**src/design/dma_pkg.sv**
```systemverilog
// Package of constants for the throttled block-transfer engine
package dma_pkg;
  localparam int unsigned DATA_W      = 32;
  localparam int unsigned ADDR_W      = 32;
  localparam int unsigned BC_W        = 20;
  localparam int unsigned FIFO_DEPTH  = 64;
  // Register byte offsets
  localparam logic [7:0] OFS_CTRL     = 8'h00;
  localparam logic [7:0] OFS_SRC      = 8'h04;
  localparam logic [7:0] OFS_BC       = 8'h08;
  localparam logic [7:0] OFS_SAE      = 8'h0C;
  localparam logic [7:0] OFS_INT_STAT = 8'h10;
  localparam logic [7:0] OFS_INT_MASK = 8'h14;
  localparam logic [7:0] OFS_SENSE    = 8'h18;
  // Control fields
  localparam int unsigned CTRL_START  = 0;
  localparam int unsigned CTRL_TX_EN  = 1;
  localparam int unsigned CTRL_RX_EN  = 2;
  localparam int unsigned CTRL_MULT   = 3;
  // Status fields
  localparam int unsigned ST_CMPLT    = 0;
  localparam int unsigned ST_STALL    = 1;
  localparam int unsigned CI_LSB      = 8;
  localparam int unsigned CI_W        = 4;
  localparam int unsigned BC_DONE     = 31;
  // Reset values
  localparam logic [31:0] CTRL_RST    = 32'h0000_0006;
  localparam logic [31:0] ZERO_RST    = 32'h0000_0000;
  // Burst sizes by strap, doublewords
  localparam logic [1:0] SUB_8        = 2'h0;
  localparam logic [1:0] SUB_16       = 2'h1;
  localparam logic [1:0] SUB_32       = 2'h2;
  localparam logic [BC_W-1:0] DW_BYTES = 20'h00008;
  localparam logic [1:0] RESP_OKAY    = 2'h0;
  localparam logic [1:0] RESP_SLVERR  = 2'h2;
  typedef enum logic [1:0] {S_IDLE, S_RUN, S_STALL} dma_state_t;
endpackage

```
**src/design/dma_fifo_throttle.sv**
```systemverilog
// Block-transfer engine throttled by transmit and receive FIFOs
//
// What this block does
// Stop fetching from local memory once transmit FIFO is half-full.
// Suspend fetching while receive FIFO is at or above half.
// After a stall, continue bursts back to back with no data loss.
// Engine reads and receiver writes share one memory port by arbiter.
// Interrupt status holds completion indicator and complete bit.
// Byte count register has a done flag set when count reaches zero.
// Source address error register tracks current source address.
// Multiple grant request asserted while transmit FIFO is half-full.
// Separate transmit and receive FIFO enables; disabled FIFO holds data.
// Looped data fills a disabled receive FIFO past half-full, up to full.
// Status and sense report a stall when halted on a half-full FIFO.
// At completion source address points one doubleword past last.
// Far transition module loops bus data back unchanged.
// Byte count split into 8, 16 or 32 doubleword bursts by strap.
// Fetching resumes by itself once the blocking FIFO drains.
//
// The implementer's own choices: the AXI4-Lite slave port and the address map.
`timescale 1ns/1ns
module dma_fifo_throttle
  import dma_pkg::*;
#(
  parameter int unsigned DEPTH = dma_pkg::FIFO_DEPTH
) (
  input  wire logic                     clk,
  input  wire logic                     rst_b,
  input  wire logic [1:0]               subblock_strap,
  // AXI4-Lite slave
  input  wire logic [7:0]               awaddr,
  input  wire logic                     awvalid,
  output logic                          awready,
  input  wire logic [31:0]              wdata,
  input  wire logic [3:0]               wstrb,
  input  wire logic                     wvalid,
  output logic                          wready,
  output logic [1:0]                    bresp,
  output logic                          bvalid,
  input  wire logic                     bready,
  input  wire logic [7:0]               araddr,
  input  wire logic                     arvalid,
  output logic                          arready,
  output logic [31:0]                   rdata,
  output logic [1:0]                    rresp,
  output logic                          rvalid,
  input  wire logic                     rready,
  output logic                          irq,
  // Shared mezzanine memory port
  output logic                          mem_req,
  output logic                          mem_we,
  output logic [dma_pkg::ADDR_W-1:0]    mem_addr,
  output logic [dma_pkg::DATA_W-1:0]    mem_wdata,
  input  wire logic                     mem_gnt,
  input  wire logic [dma_pkg::DATA_W-1:0] mem_rdata,
  // Cluster bus toward the transition module
  output logic                          tx_valid,
  output logic [dma_pkg::DATA_W-1:0]    tx_data,
  input  wire logic                     tx_ready,
  output logic                          tx_last,
  input  wire logic                     rx_valid,
  input  wire logic [dma_pkg::DATA_W-1:0] rx_data,
  output logic                          rx_ready,
  output logic                          multiple_grant_request,
  // Receive-side memory destination
  input  wire logic [dma_pkg::ADDR_W-1:0] rx_dest_addr
);
  import dma_pkg::*;

  // ----------------------------------------------------------------
  // State
  // ----------------------------------------------------------------
  typedef struct packed {
    dma_state_t        fsm;
    logic [31:0]       ctrl;
    logic [ADDR_W-1:0] src;
    logic [BC_W-1:0]   bc;
    logic              done;
    logic [1:0]        stat;
    logic [CI_W-1:0]   ci;
    logic [1:0]        mask;
    logic [5:0]        sub_left;
    logic              rd_pend;
    logic              rx_turn;
    logic              aw_hit;
    logic              w_hit;
    logic [7:0]        aw_q;
    logic [31:0]       w_q;
    logic              bv;
    logic              rv;
    logic [31:0]       rd_q;
    logic [1:0]        rr;
  } top_t;
  top_t st;
  top_t next_st;
  logic rst_q_b;
  // Kept apart from the state record so only one process writes each
  logic [1:0] rst_sync;

  always_ff @(posedge clk or negedge rst_b)
  begin
    if (!rst_b)
      rst_sync <= 2'h0;
    else
      rst_sync <= {rst_sync[0], 1'b1};
  end
  assign rst_q_b = rst_sync[1];

  // ----------------------------------------------------------------
  // FIFOs
  // ----------------------------------------------------------------
  logic tx_in_valid;
  logic tx_in_ready;
  logic tx_hf;
  logic rx_out_valid;
  logic [DATA_W-1:0] rx_out_data;
  logic rx_hf;
  logic rx_rd;
  logic tx_rd;
  logic tx_ok;

  // Fetched word goes straight to the transmit FIFO, one in flight
  assign tx_in_valid = st.rd_pend && mem_gnt;
  assign tx_rd       = st.ctrl[CTRL_TX_EN] && tx_ready;

  dma_fifo #(.WIDTH(DATA_W), .DEPTH(DEPTH)) u_tx_fifo (
    .clk       (clk),
    .rst_b     (rst_q_b),
    .wr_valid  (tx_in_valid),
    .wr_data   (mem_rdata),
    .wr_ready  (tx_in_ready),
    .rd_en     (tx_rd),
    .rd_valid  (tx_ok),
    .rd_data   (tx_data),
    .half_full (tx_hf)
  );
  assign tx_valid = tx_ok && st.ctrl[CTRL_TX_EN];
  assign tx_last  = 1'b0;

  // Looped data keeps landing while reads are disabled
  dma_fifo #(.WIDTH(DATA_W), .DEPTH(DEPTH)) u_rx_fifo (
    .clk       (clk),
    .rst_b     (rst_q_b),
    .wr_valid  (rx_valid),
    .wr_data   (rx_data),
    .wr_ready  (rx_ready),
    .rd_en     (rx_rd),
    .rd_valid  (rx_out_valid),
    .rd_data   (rx_out_data),
    .half_full (rx_hf)
  );

  // Half-full only reported when bus control bit allows it
  assign multiple_grant_request = tx_hf && st.ctrl[CTRL_MULT];

  function automatic logic [5:0] sub_len(input logic [1:0] s);
    unique case (s)
      SUB_16:  sub_len = 6'd16;
      SUB_32:  sub_len = 6'd32;
      default: sub_len = 6'd8;
    endcase
  endfunction

  // ----------------------------------------------------------------
  // Memory arbitration and engine
  // ----------------------------------------------------------------
  logic blocked;
  logic rx_want;
  logic dma_want;
  logic grant_rx;
  logic aw_do;
  logic w_do;
  logic wr_go;
  logic [3:0] ev;

  assign blocked  = tx_hf || rx_hf;
  assign rx_want  = rx_out_valid && st.ctrl[CTRL_RX_EN];
  assign dma_want = (st.fsm == S_RUN) && !blocked && !st.rd_pend;
  // Alternate owner on each grant so neither side starves
  assign grant_rx = rx_want && (!st.rd_pend) && (st.rx_turn || !dma_want);
  assign rx_rd    = grant_rx && mem_gnt;

  always_comb
  begin
    mem_req   = 1'b0;
    mem_we    = 1'b0;
    mem_addr  = st.src;
    mem_wdata = rx_out_data;
    if (grant_rx)
    begin
      mem_req  = 1'b1;
      mem_we   = 1'b1;
      mem_addr = rx_dest_addr;
    end
    else if (st.rd_pend || dma_want)
      mem_req = 1'b1;
  end

  assign aw_do = awvalid && !st.aw_hit;
  assign w_do  = wvalid && !st.w_hit;
  assign awready = !st.aw_hit;
  assign wready  = !st.w_hit;
  assign wr_go = (st.aw_hit || aw_do) && (st.w_hit || w_do) && !st.bv;

  always_comb
  begin
    logic [7:0]  wa;
    logic [31:0] wd;
    wa = st.aw_hit ? st.aw_q : awaddr;
    wd = st.w_hit ? st.w_q : wdata;
    ev = 4'h0;
    next_st = st;
    if (rx_rd || (st.rd_pend && mem_gnt))
      next_st.rx_turn = !st.rx_turn;
    unique case (st.fsm)
      S_IDLE:
      begin
        if (st.ctrl[CTRL_START] && st.bc != '0)
        begin
          next_st.fsm      = S_RUN;
          next_st.done     = 1'b0;
          next_st.sub_left = sub_len(subblock_strap);
        end
      end
      S_RUN, S_STALL:
      begin
        if (blocked && !st.rd_pend)
        begin
          next_st.fsm = S_STALL;
          if (st.fsm == S_RUN)
            ev[ST_STALL] = 1'b1;
        end
        else
          next_st.fsm = S_RUN;
        if (dma_want && !grant_rx)
          next_st.rd_pend = 1'b1;
        if (st.rd_pend && mem_gnt && tx_in_ready)
        begin
          next_st.rd_pend = 1'b0;
          next_st.src = st.src + ADDR_W'(DW_BYTES);
          next_st.bc  = st.bc - DW_BYTES;
          next_st.sub_left = (st.sub_left == 6'd1)
                             ? sub_len(subblock_strap)
                             : st.sub_left - 6'd1;
          if (st.bc == DW_BYTES)
          begin
            next_st.fsm  = S_IDLE;
            next_st.done = 1'b1;
            next_st.ctrl[CTRL_START] = 1'b0;
            next_st.ci = st.ci + 1'b1;
            ev[ST_CMPLT] = 1'b1;
          end
        end
      end
      default:
        next_st.fsm = S_IDLE;
    endcase

    // Register writes
    if (aw_do)
    begin
      next_st.aw_hit = 1'b1;
      next_st.aw_q   = awaddr;
    end
    if (w_do)
    begin
      next_st.w_hit = 1'b1;
      next_st.w_q   = wdata;
    end
    if (wr_go)
    begin
      next_st.aw_hit = 1'b0;
      next_st.w_hit  = 1'b0;
      next_st.bv     = 1'b1;
      unique case (wa)
        OFS_CTRL:     next_st.ctrl = wd;
        OFS_SRC:      if (st.fsm == S_IDLE) next_st.src = wd;
        OFS_BC:       if (st.fsm == S_IDLE) next_st.bc = wd[BC_W-1:0];
        OFS_INT_STAT: next_st.stat = st.stat & ~wd[1:0];
        OFS_INT_MASK: next_st.mask = wd[1:0];
        default:      ;
      endcase
    end
    // Hardware set wins over software clear
    next_st.stat = next_st.stat | ev[1:0];
    if (st.bv && bready)
      next_st.bv = 1'b0;

    // Register reads
    if (arvalid && !st.rv)
    begin
      next_st.rv = 1'b1;
      next_st.rr = RESP_OKAY;
      unique case (araddr)
        OFS_CTRL:     next_st.rd_q = st.ctrl;
        OFS_SRC:      next_st.rd_q = st.src;
        OFS_BC:       next_st.rd_q = {st.done, 11'h000, st.bc};
        OFS_SAE:      next_st.rd_q = st.src;
        OFS_INT_STAT: next_st.rd_q = {20'h00000, st.ci, 6'h00, st.stat};
        OFS_INT_MASK: next_st.rd_q = {30'h0, st.mask};
        OFS_SENSE:    next_st.rd_q = {28'h0, rx_hf, tx_hf,
                                      st.fsm == S_STALL, st.fsm != S_IDLE};
        default:
        begin
          next_st.rd_q = ZERO_RST;
          next_st.rr   = RESP_SLVERR;
        end
      endcase
    end
    else if (st.rv && rready)
      next_st.rv = 1'b0;
  end

  always_ff @(posedge clk or negedge rst_q_b)
  begin
    if (!rst_q_b)
    begin
      st.fsm      <= S_IDLE;
      st.ctrl     <= CTRL_RST;
      st.src      <= '0;
      st.bc       <= '0;
      st.done     <= 1'b0;
      st.stat     <= 2'h0;
      st.ci       <= '0;
      st.mask     <= 2'h0;
      st.sub_left <= 6'd8;
      st.rd_pend  <= 1'b0;
      st.rx_turn  <= 1'b0;
      st.aw_hit   <= 1'b0;
      st.w_hit    <= 1'b0;
      st.aw_q     <= 8'h00;
      st.w_q      <= ZERO_RST;
      st.bv       <= 1'b0;
      st.rv       <= 1'b0;
      st.rd_q     <= ZERO_RST;
      st.rr       <= RESP_OKAY;
    end
    else
    begin
      st.fsm      <= next_st.fsm;
      st.ctrl     <= next_st.ctrl;
      st.src      <= next_st.src;
      st.bc       <= next_st.bc;
      st.done     <= next_st.done;
      st.stat     <= next_st.stat;
      st.ci       <= next_st.ci;
      st.mask     <= next_st.mask;
      st.sub_left <= next_st.sub_left;
      st.rd_pend  <= next_st.rd_pend;
      st.rx_turn  <= next_st.rx_turn;
      st.aw_hit   <= next_st.aw_hit;
      st.w_hit    <= next_st.w_hit;
      st.aw_q     <= next_st.aw_q;
      st.w_q      <= next_st.w_q;
      st.bv       <= next_st.bv;
      st.rv       <= next_st.rv;
      st.rd_q     <= next_st.rd_q;
      st.rr       <= next_st.rr;
    end
  end

  assign bvalid  = st.bv;
  assign bresp   = RESP_OKAY;
  assign arready = !st.rv;
  assign rvalid  = st.rv;
  assign rdata   = st.rd_q;
  assign rresp   = st.rr;
  assign irq     = |(st.stat & st.mask);
endmodule // dma_fifo_throttle

```
**src/design/dma_fifo.sv**
```systemverilog
// Simple synchronous FIFO with half-full flag and hold enable
`timescale 1ns/1ns
module dma_fifo #(
  parameter int unsigned WIDTH = 32,
  parameter int unsigned DEPTH = 64
) (
  input  wire logic             clk,
  input  wire logic             rst_b,
  input  wire logic             wr_valid,
  input  wire logic [WIDTH-1:0] wr_data,
  output logic                  wr_ready,
  input  wire logic             rd_en,
  output logic                  rd_valid,
  output logic [WIDTH-1:0]      rd_data,
  output logic                  half_full
);
  localparam int unsigned AW = $clog2(DEPTH);
  typedef struct packed {
    logic [AW-1:0] wp;
    logic [AW-1:0] rp;
    logic [AW:0]   cnt;
  } fifo_t;
  fifo_t st;
  fifo_t next_st;
  logic [WIDTH-1:0] mem [DEPTH];
  logic do_wr;
  logic do_rd;

  assign wr_ready  = st.cnt != (AW+1)'(DEPTH);
  assign rd_valid  = st.cnt != '0;
  assign rd_data   = mem[st.rp];
  assign half_full = st.cnt >= (AW+1)'(DEPTH/2);
  assign do_wr     = wr_valid && wr_ready;
  // A disabled reader holds contents, so the level climbs
  assign do_rd     = rd_en && rd_valid;

  always_comb
  begin
    next_st = st;
    if (do_wr)
      next_st.wp = st.wp + 1'b1;
    if (do_rd)
      next_st.rp = st.rp + 1'b1;
    next_st.cnt = st.cnt + (AW+1)'(do_wr) - (AW+1)'(do_rd);
  end

  always_ff @(posedge clk or negedge rst_b)
  begin
    if (!rst_b)
      st <= '0;
    else
      st <= next_st;
  end

  always_ff @(posedge clk)
  begin
    if (do_wr)
      mem[st.wp] <= wr_data;
  end
endmodule // dma_fifo

```
**config.mk**
```make
export PLATFORM = sky130hd
export DESIGN_NAME = dma_fifo_throttle
export DESIGN_NICKNAME = d
export VERILOG_FILES = /design/src/design/dma_pkg.sv /design/src/design/dma_fifo_throttle.sv /design/src/design/dma_fifo.sv
export SDC_FILE = /design/constraint.sdc
export NUM_CORES = 2
export LEC_CHECK = 0
export BUFFER_PORTS_ARGS = -buffer_cell sky130_fd_sc_hd__buf_2
export CAP_MARGIN = 30
export CORE_ASPECT_RATIO = 0.7
export CORE_MARGIN = 5
export CORE_UTILIZATION = 62
export DETAILED_ROUTE_END_ITERATION = 12
export HOLD_SLACK_MARGIN = 0.05
export PLACE_DENSITY = 0.85
export SYNTH_ARGS = -nofsm -noshare
export SYNTH_HDL_FRONTEND = slang
export SYNTH_HIERARCHICAL = 1
export SYNTH_SLANG_ARGS = --single-unit
```
**constraint.sdc**
```tcl
create_clock -name clk -period 9.19 [get_ports clk]
set_clock_uncertainty 0.05 [all_clocks]
set_input_delay 1.3785 -clock clk [delete_from_list [all_inputs] [get_ports clk]]
set_output_delay 1.3785 -clock clk [all_outputs]
set_load 0.02 [all_outputs]
```
==> metrics.txt <==
status=finished, final reports clean; Initial Util=0.6234; die footprint=280500 µm²; Netlist cell types=71; Die Y=444.6 µm; initial antenna violation count=41; Detail Route Antenna Nets=0; PortBufs=293; worst vdd ir=0.3303 mV; Cell Area, Placed=173700 µm²; largest area contributor in the netlist=edfxtp_1; IO Count=304; Vias/cell=7.448; Worst R2R Start=u_tx_fifo/st[2]; final net count=8296; depth of the CTS H-tree=5; TNS Setup=0 ns; Yosys reg bits=4310; Hold Buf Count CTS=0; Final setup viols=0; most common cell after layout, fill and taps aside=edfxtp_1; HPWL after DPL=242.2 mm; wirelength, routed=489.8 mm; CP endpoint kind=primary output; CTS sink cnt=4310; Leak=60.02 nW; Synth area leaders=edfxtp_1 (74%), mux4_2 (15%), dfrtp_1 (3.2%); Synth top area share=0.7352; Worst Setup SP=u_rx_fifo/st[7]; clk root buf=clkbuf_16; critical path class=register to primary output; DRC=0; Worst setup SP type=register; worst hold path class=input port to asynchronous set/reset pin; total track usage=0.3439; Synth Area per Inst=22.05 µm²; global-route wire length before repair=679.0 mm; Mapped Area=167300 µm²; initial DRC count=17.06k; largest net degree at the start of global routing=118; TritonRoute pass-1 iters=7; Die X=630.9 µm; routed vias=89.11k; CTS resizes=0; total gr overflow=0; most frequent cells in the layout=edfxtp_1 (4096), mux4_2 (1097), clkbuf_16 (387), buf_2 (297), mux2i_1 (251); Worst-path clk slew=0.07 ns; cts bufs inserted=380; Max clock buf depth=4; Final Cycle Share=0.7388; WP data arrival=5.36 ns; Area Overhead vs Synth=11.95%; R2R Setup Slk=4.79 ns; CP max-delay cell=dfrtp_4; vias in the first global route=89.81k; ys flop type=edfxtp_1; RR Endpoint=u_tx_fifo/mem[22][19]; Post-synth ARST share=0.04965; power density cells=286.1 nW/µm²; Final min period=6.789 ns; max frequency=0.1473 GHz; Routed wire per std cell=40.94 µm; Final Hold Violating Endpoints=0; Post-CTS Setup Inserts=0; cell mode on critical path=buf_4; Core Rows=159; gpl congestion=0.8594; sequential cell area fraction in the yosys report=0.7672; Max-Cap Viols=0; number of synthesized flops with an enable pin=4096; maximum fanout along the worst path=33; Slew Viols, Final=0; core area=268400 µm²; WHS=0.2375 ns; TritonCTS clock tree=yes; Skew-Pair Late Insertion Delay=0.90 ns; Required @ worst endpoint=7.76 ns; share of cells above drive strength 1=0.2990; Finished Cell Area=187300 µm²; final core utilization=0.6979; Yosys warning count=6; unrepaired setup endpoints after global routing=no; worst-margin pin slew=1.107 ns; R2R depth=9; Mapped Cells=7587; CP cell instances=buf_4 -> buf_4 -> mux4_2 -> mux2i_1 -> nand3_1 -> a31oi_1 -> o21ai_1 -> buf_2; relative slew slack=0.2561; Crit path largest cell delay=0.87 ns
==> power by group <==
group          switching (W)  internal, W
sequential          0.000652       0.0222
clock                0.00739      0.00889
combinational        0.00820      0.00630
==> flip-flops by register name, summed over array words and instances (netlist names) <==
name           cells
u_tx_fifo/st      19
u_rx_fifo/st      19
u_tx_fifo/mem   2048
rresp              1
u_rx_fifo/mem   2048
st               139
rvalid             1
bvalid             1
rdata             32
rst_sync           2
==> Yosys cell counts (10+ instances only) <==
cell type and instances:
a211oi_1 10, a21oi_1 75, a221oi_1 11, a22o_1 19, a22oi_1 89, a31oi_1 18
and2_1 15, and3_1 11, buf_1 38, buf_2 126, buf_4 103, buf_6 34
clkbuf_1 148, dfrtp_1 212, edfxtp_1 4096, ha_1 31, inv_1 48, mux2_2 118
mux2i_1 251, mux4_2 1097, nand2_1 185, nand2b_1 10, nand3_1 41, nand4_1 27
nor2_1 255, nor2b_1 19, nor3_1 28, o21ai_0 114, o21ai_1 11, o221ai_1 26
o22ai_1 114, o31ai_1 20, o32ai_1 11, or3_1 11, xnor2_1 33, xor2_1 42
==> worst max path at each step <==
| stage | cells after the start | slack (ns) | end |
|---|---|---|---|
| floorplan | 0 | 2.74 | bvalid |
| global placement | 8 | 3.54 | mem_wdata[24] |
| detailed placement | 7 | 3.49 | tx_data[14] |
| CTS | 7 | 2.40 | tx_data[27] |
| global route | 8 | 2.27 | mem_wdata[10] |
| finish | 8 | 2.40 | mem_wdata[10] |
==> area by class of cell <==
cell class	count	area, µm²
diodes	20	50.05
fillers	14360	81080
clock inverters	221	2200
inverters	49	183.9
repair buffers	581	4770
well taps	3542	4432
multi-input cells	2781	37290
clock buffers	459	9975
flip-flops and latches	4310	128400
==> routing by layer <==
| layer | up-vias | share of wire | GRT usage |
|---|---|---|---|
| li1 | 32830 | - | - |
| met1 | 45270 | 0.31 | 0.4627 |
| met2 | 9311 | 0.47 | 0.5274 |
| met3 | 1683 | 0.15 | 0.1008 |
| met4 | 18 | 0.060 | 0.1663 |
| met5 | - | 0.00025 | 0 |
==> worst max-delay path, delay by kind of cell, from the launching register on <==
family / cells / cell delay (ns)
buffers and inverters: 3 / 1.62
AND/OR/NAND/NOR: 1 / 0.12
AO/OA/AOI/OAI: 2 / 0.94
multiplexers: 2 / 0.84
flip-flops: 1 / 0.87
==> kinds of logic (layout without fill, tap and decap cells) <==
| group | count (synthesis) | count (layout) | synth area share |
|---|---|---|---|
| AOI/OAI and AO/OA | 559 | 559 | 0.02227 |
| xor gates and xnor gates | 75 | 75 | 0.003926 |
| adders and majority gates | 33 | 33 | 0.002558 |
| buffers and inverters | 499 | 1310 | 0.01598 |
| DFF | 4310 | 4310 | 0.7672 |
| muxes | 1466 | 1466 | 0.1706 |
| other | 2 | 25 | 0.00004489 |
| and+or+nand+nor | 643 | 643 | 0.01738 |
==> per-stage QoR <==
stage | total power [W] | setup WS [ns] | instances
3_3_place_gp | 0.03612 | 3.539 | 11190
6_report | 0.05358 | 2.401 | 11960
4_1_cts | 0.05322 | 2.400 | 11880
3_5_place_dp | 0.03671 | 3.492 | 11200
2_1_floorplan | 0.03285 | 2.738 | 7590
5_1_grt | 0.05509 | 2.266 | 11950
(Power assumes the default switching activity.)
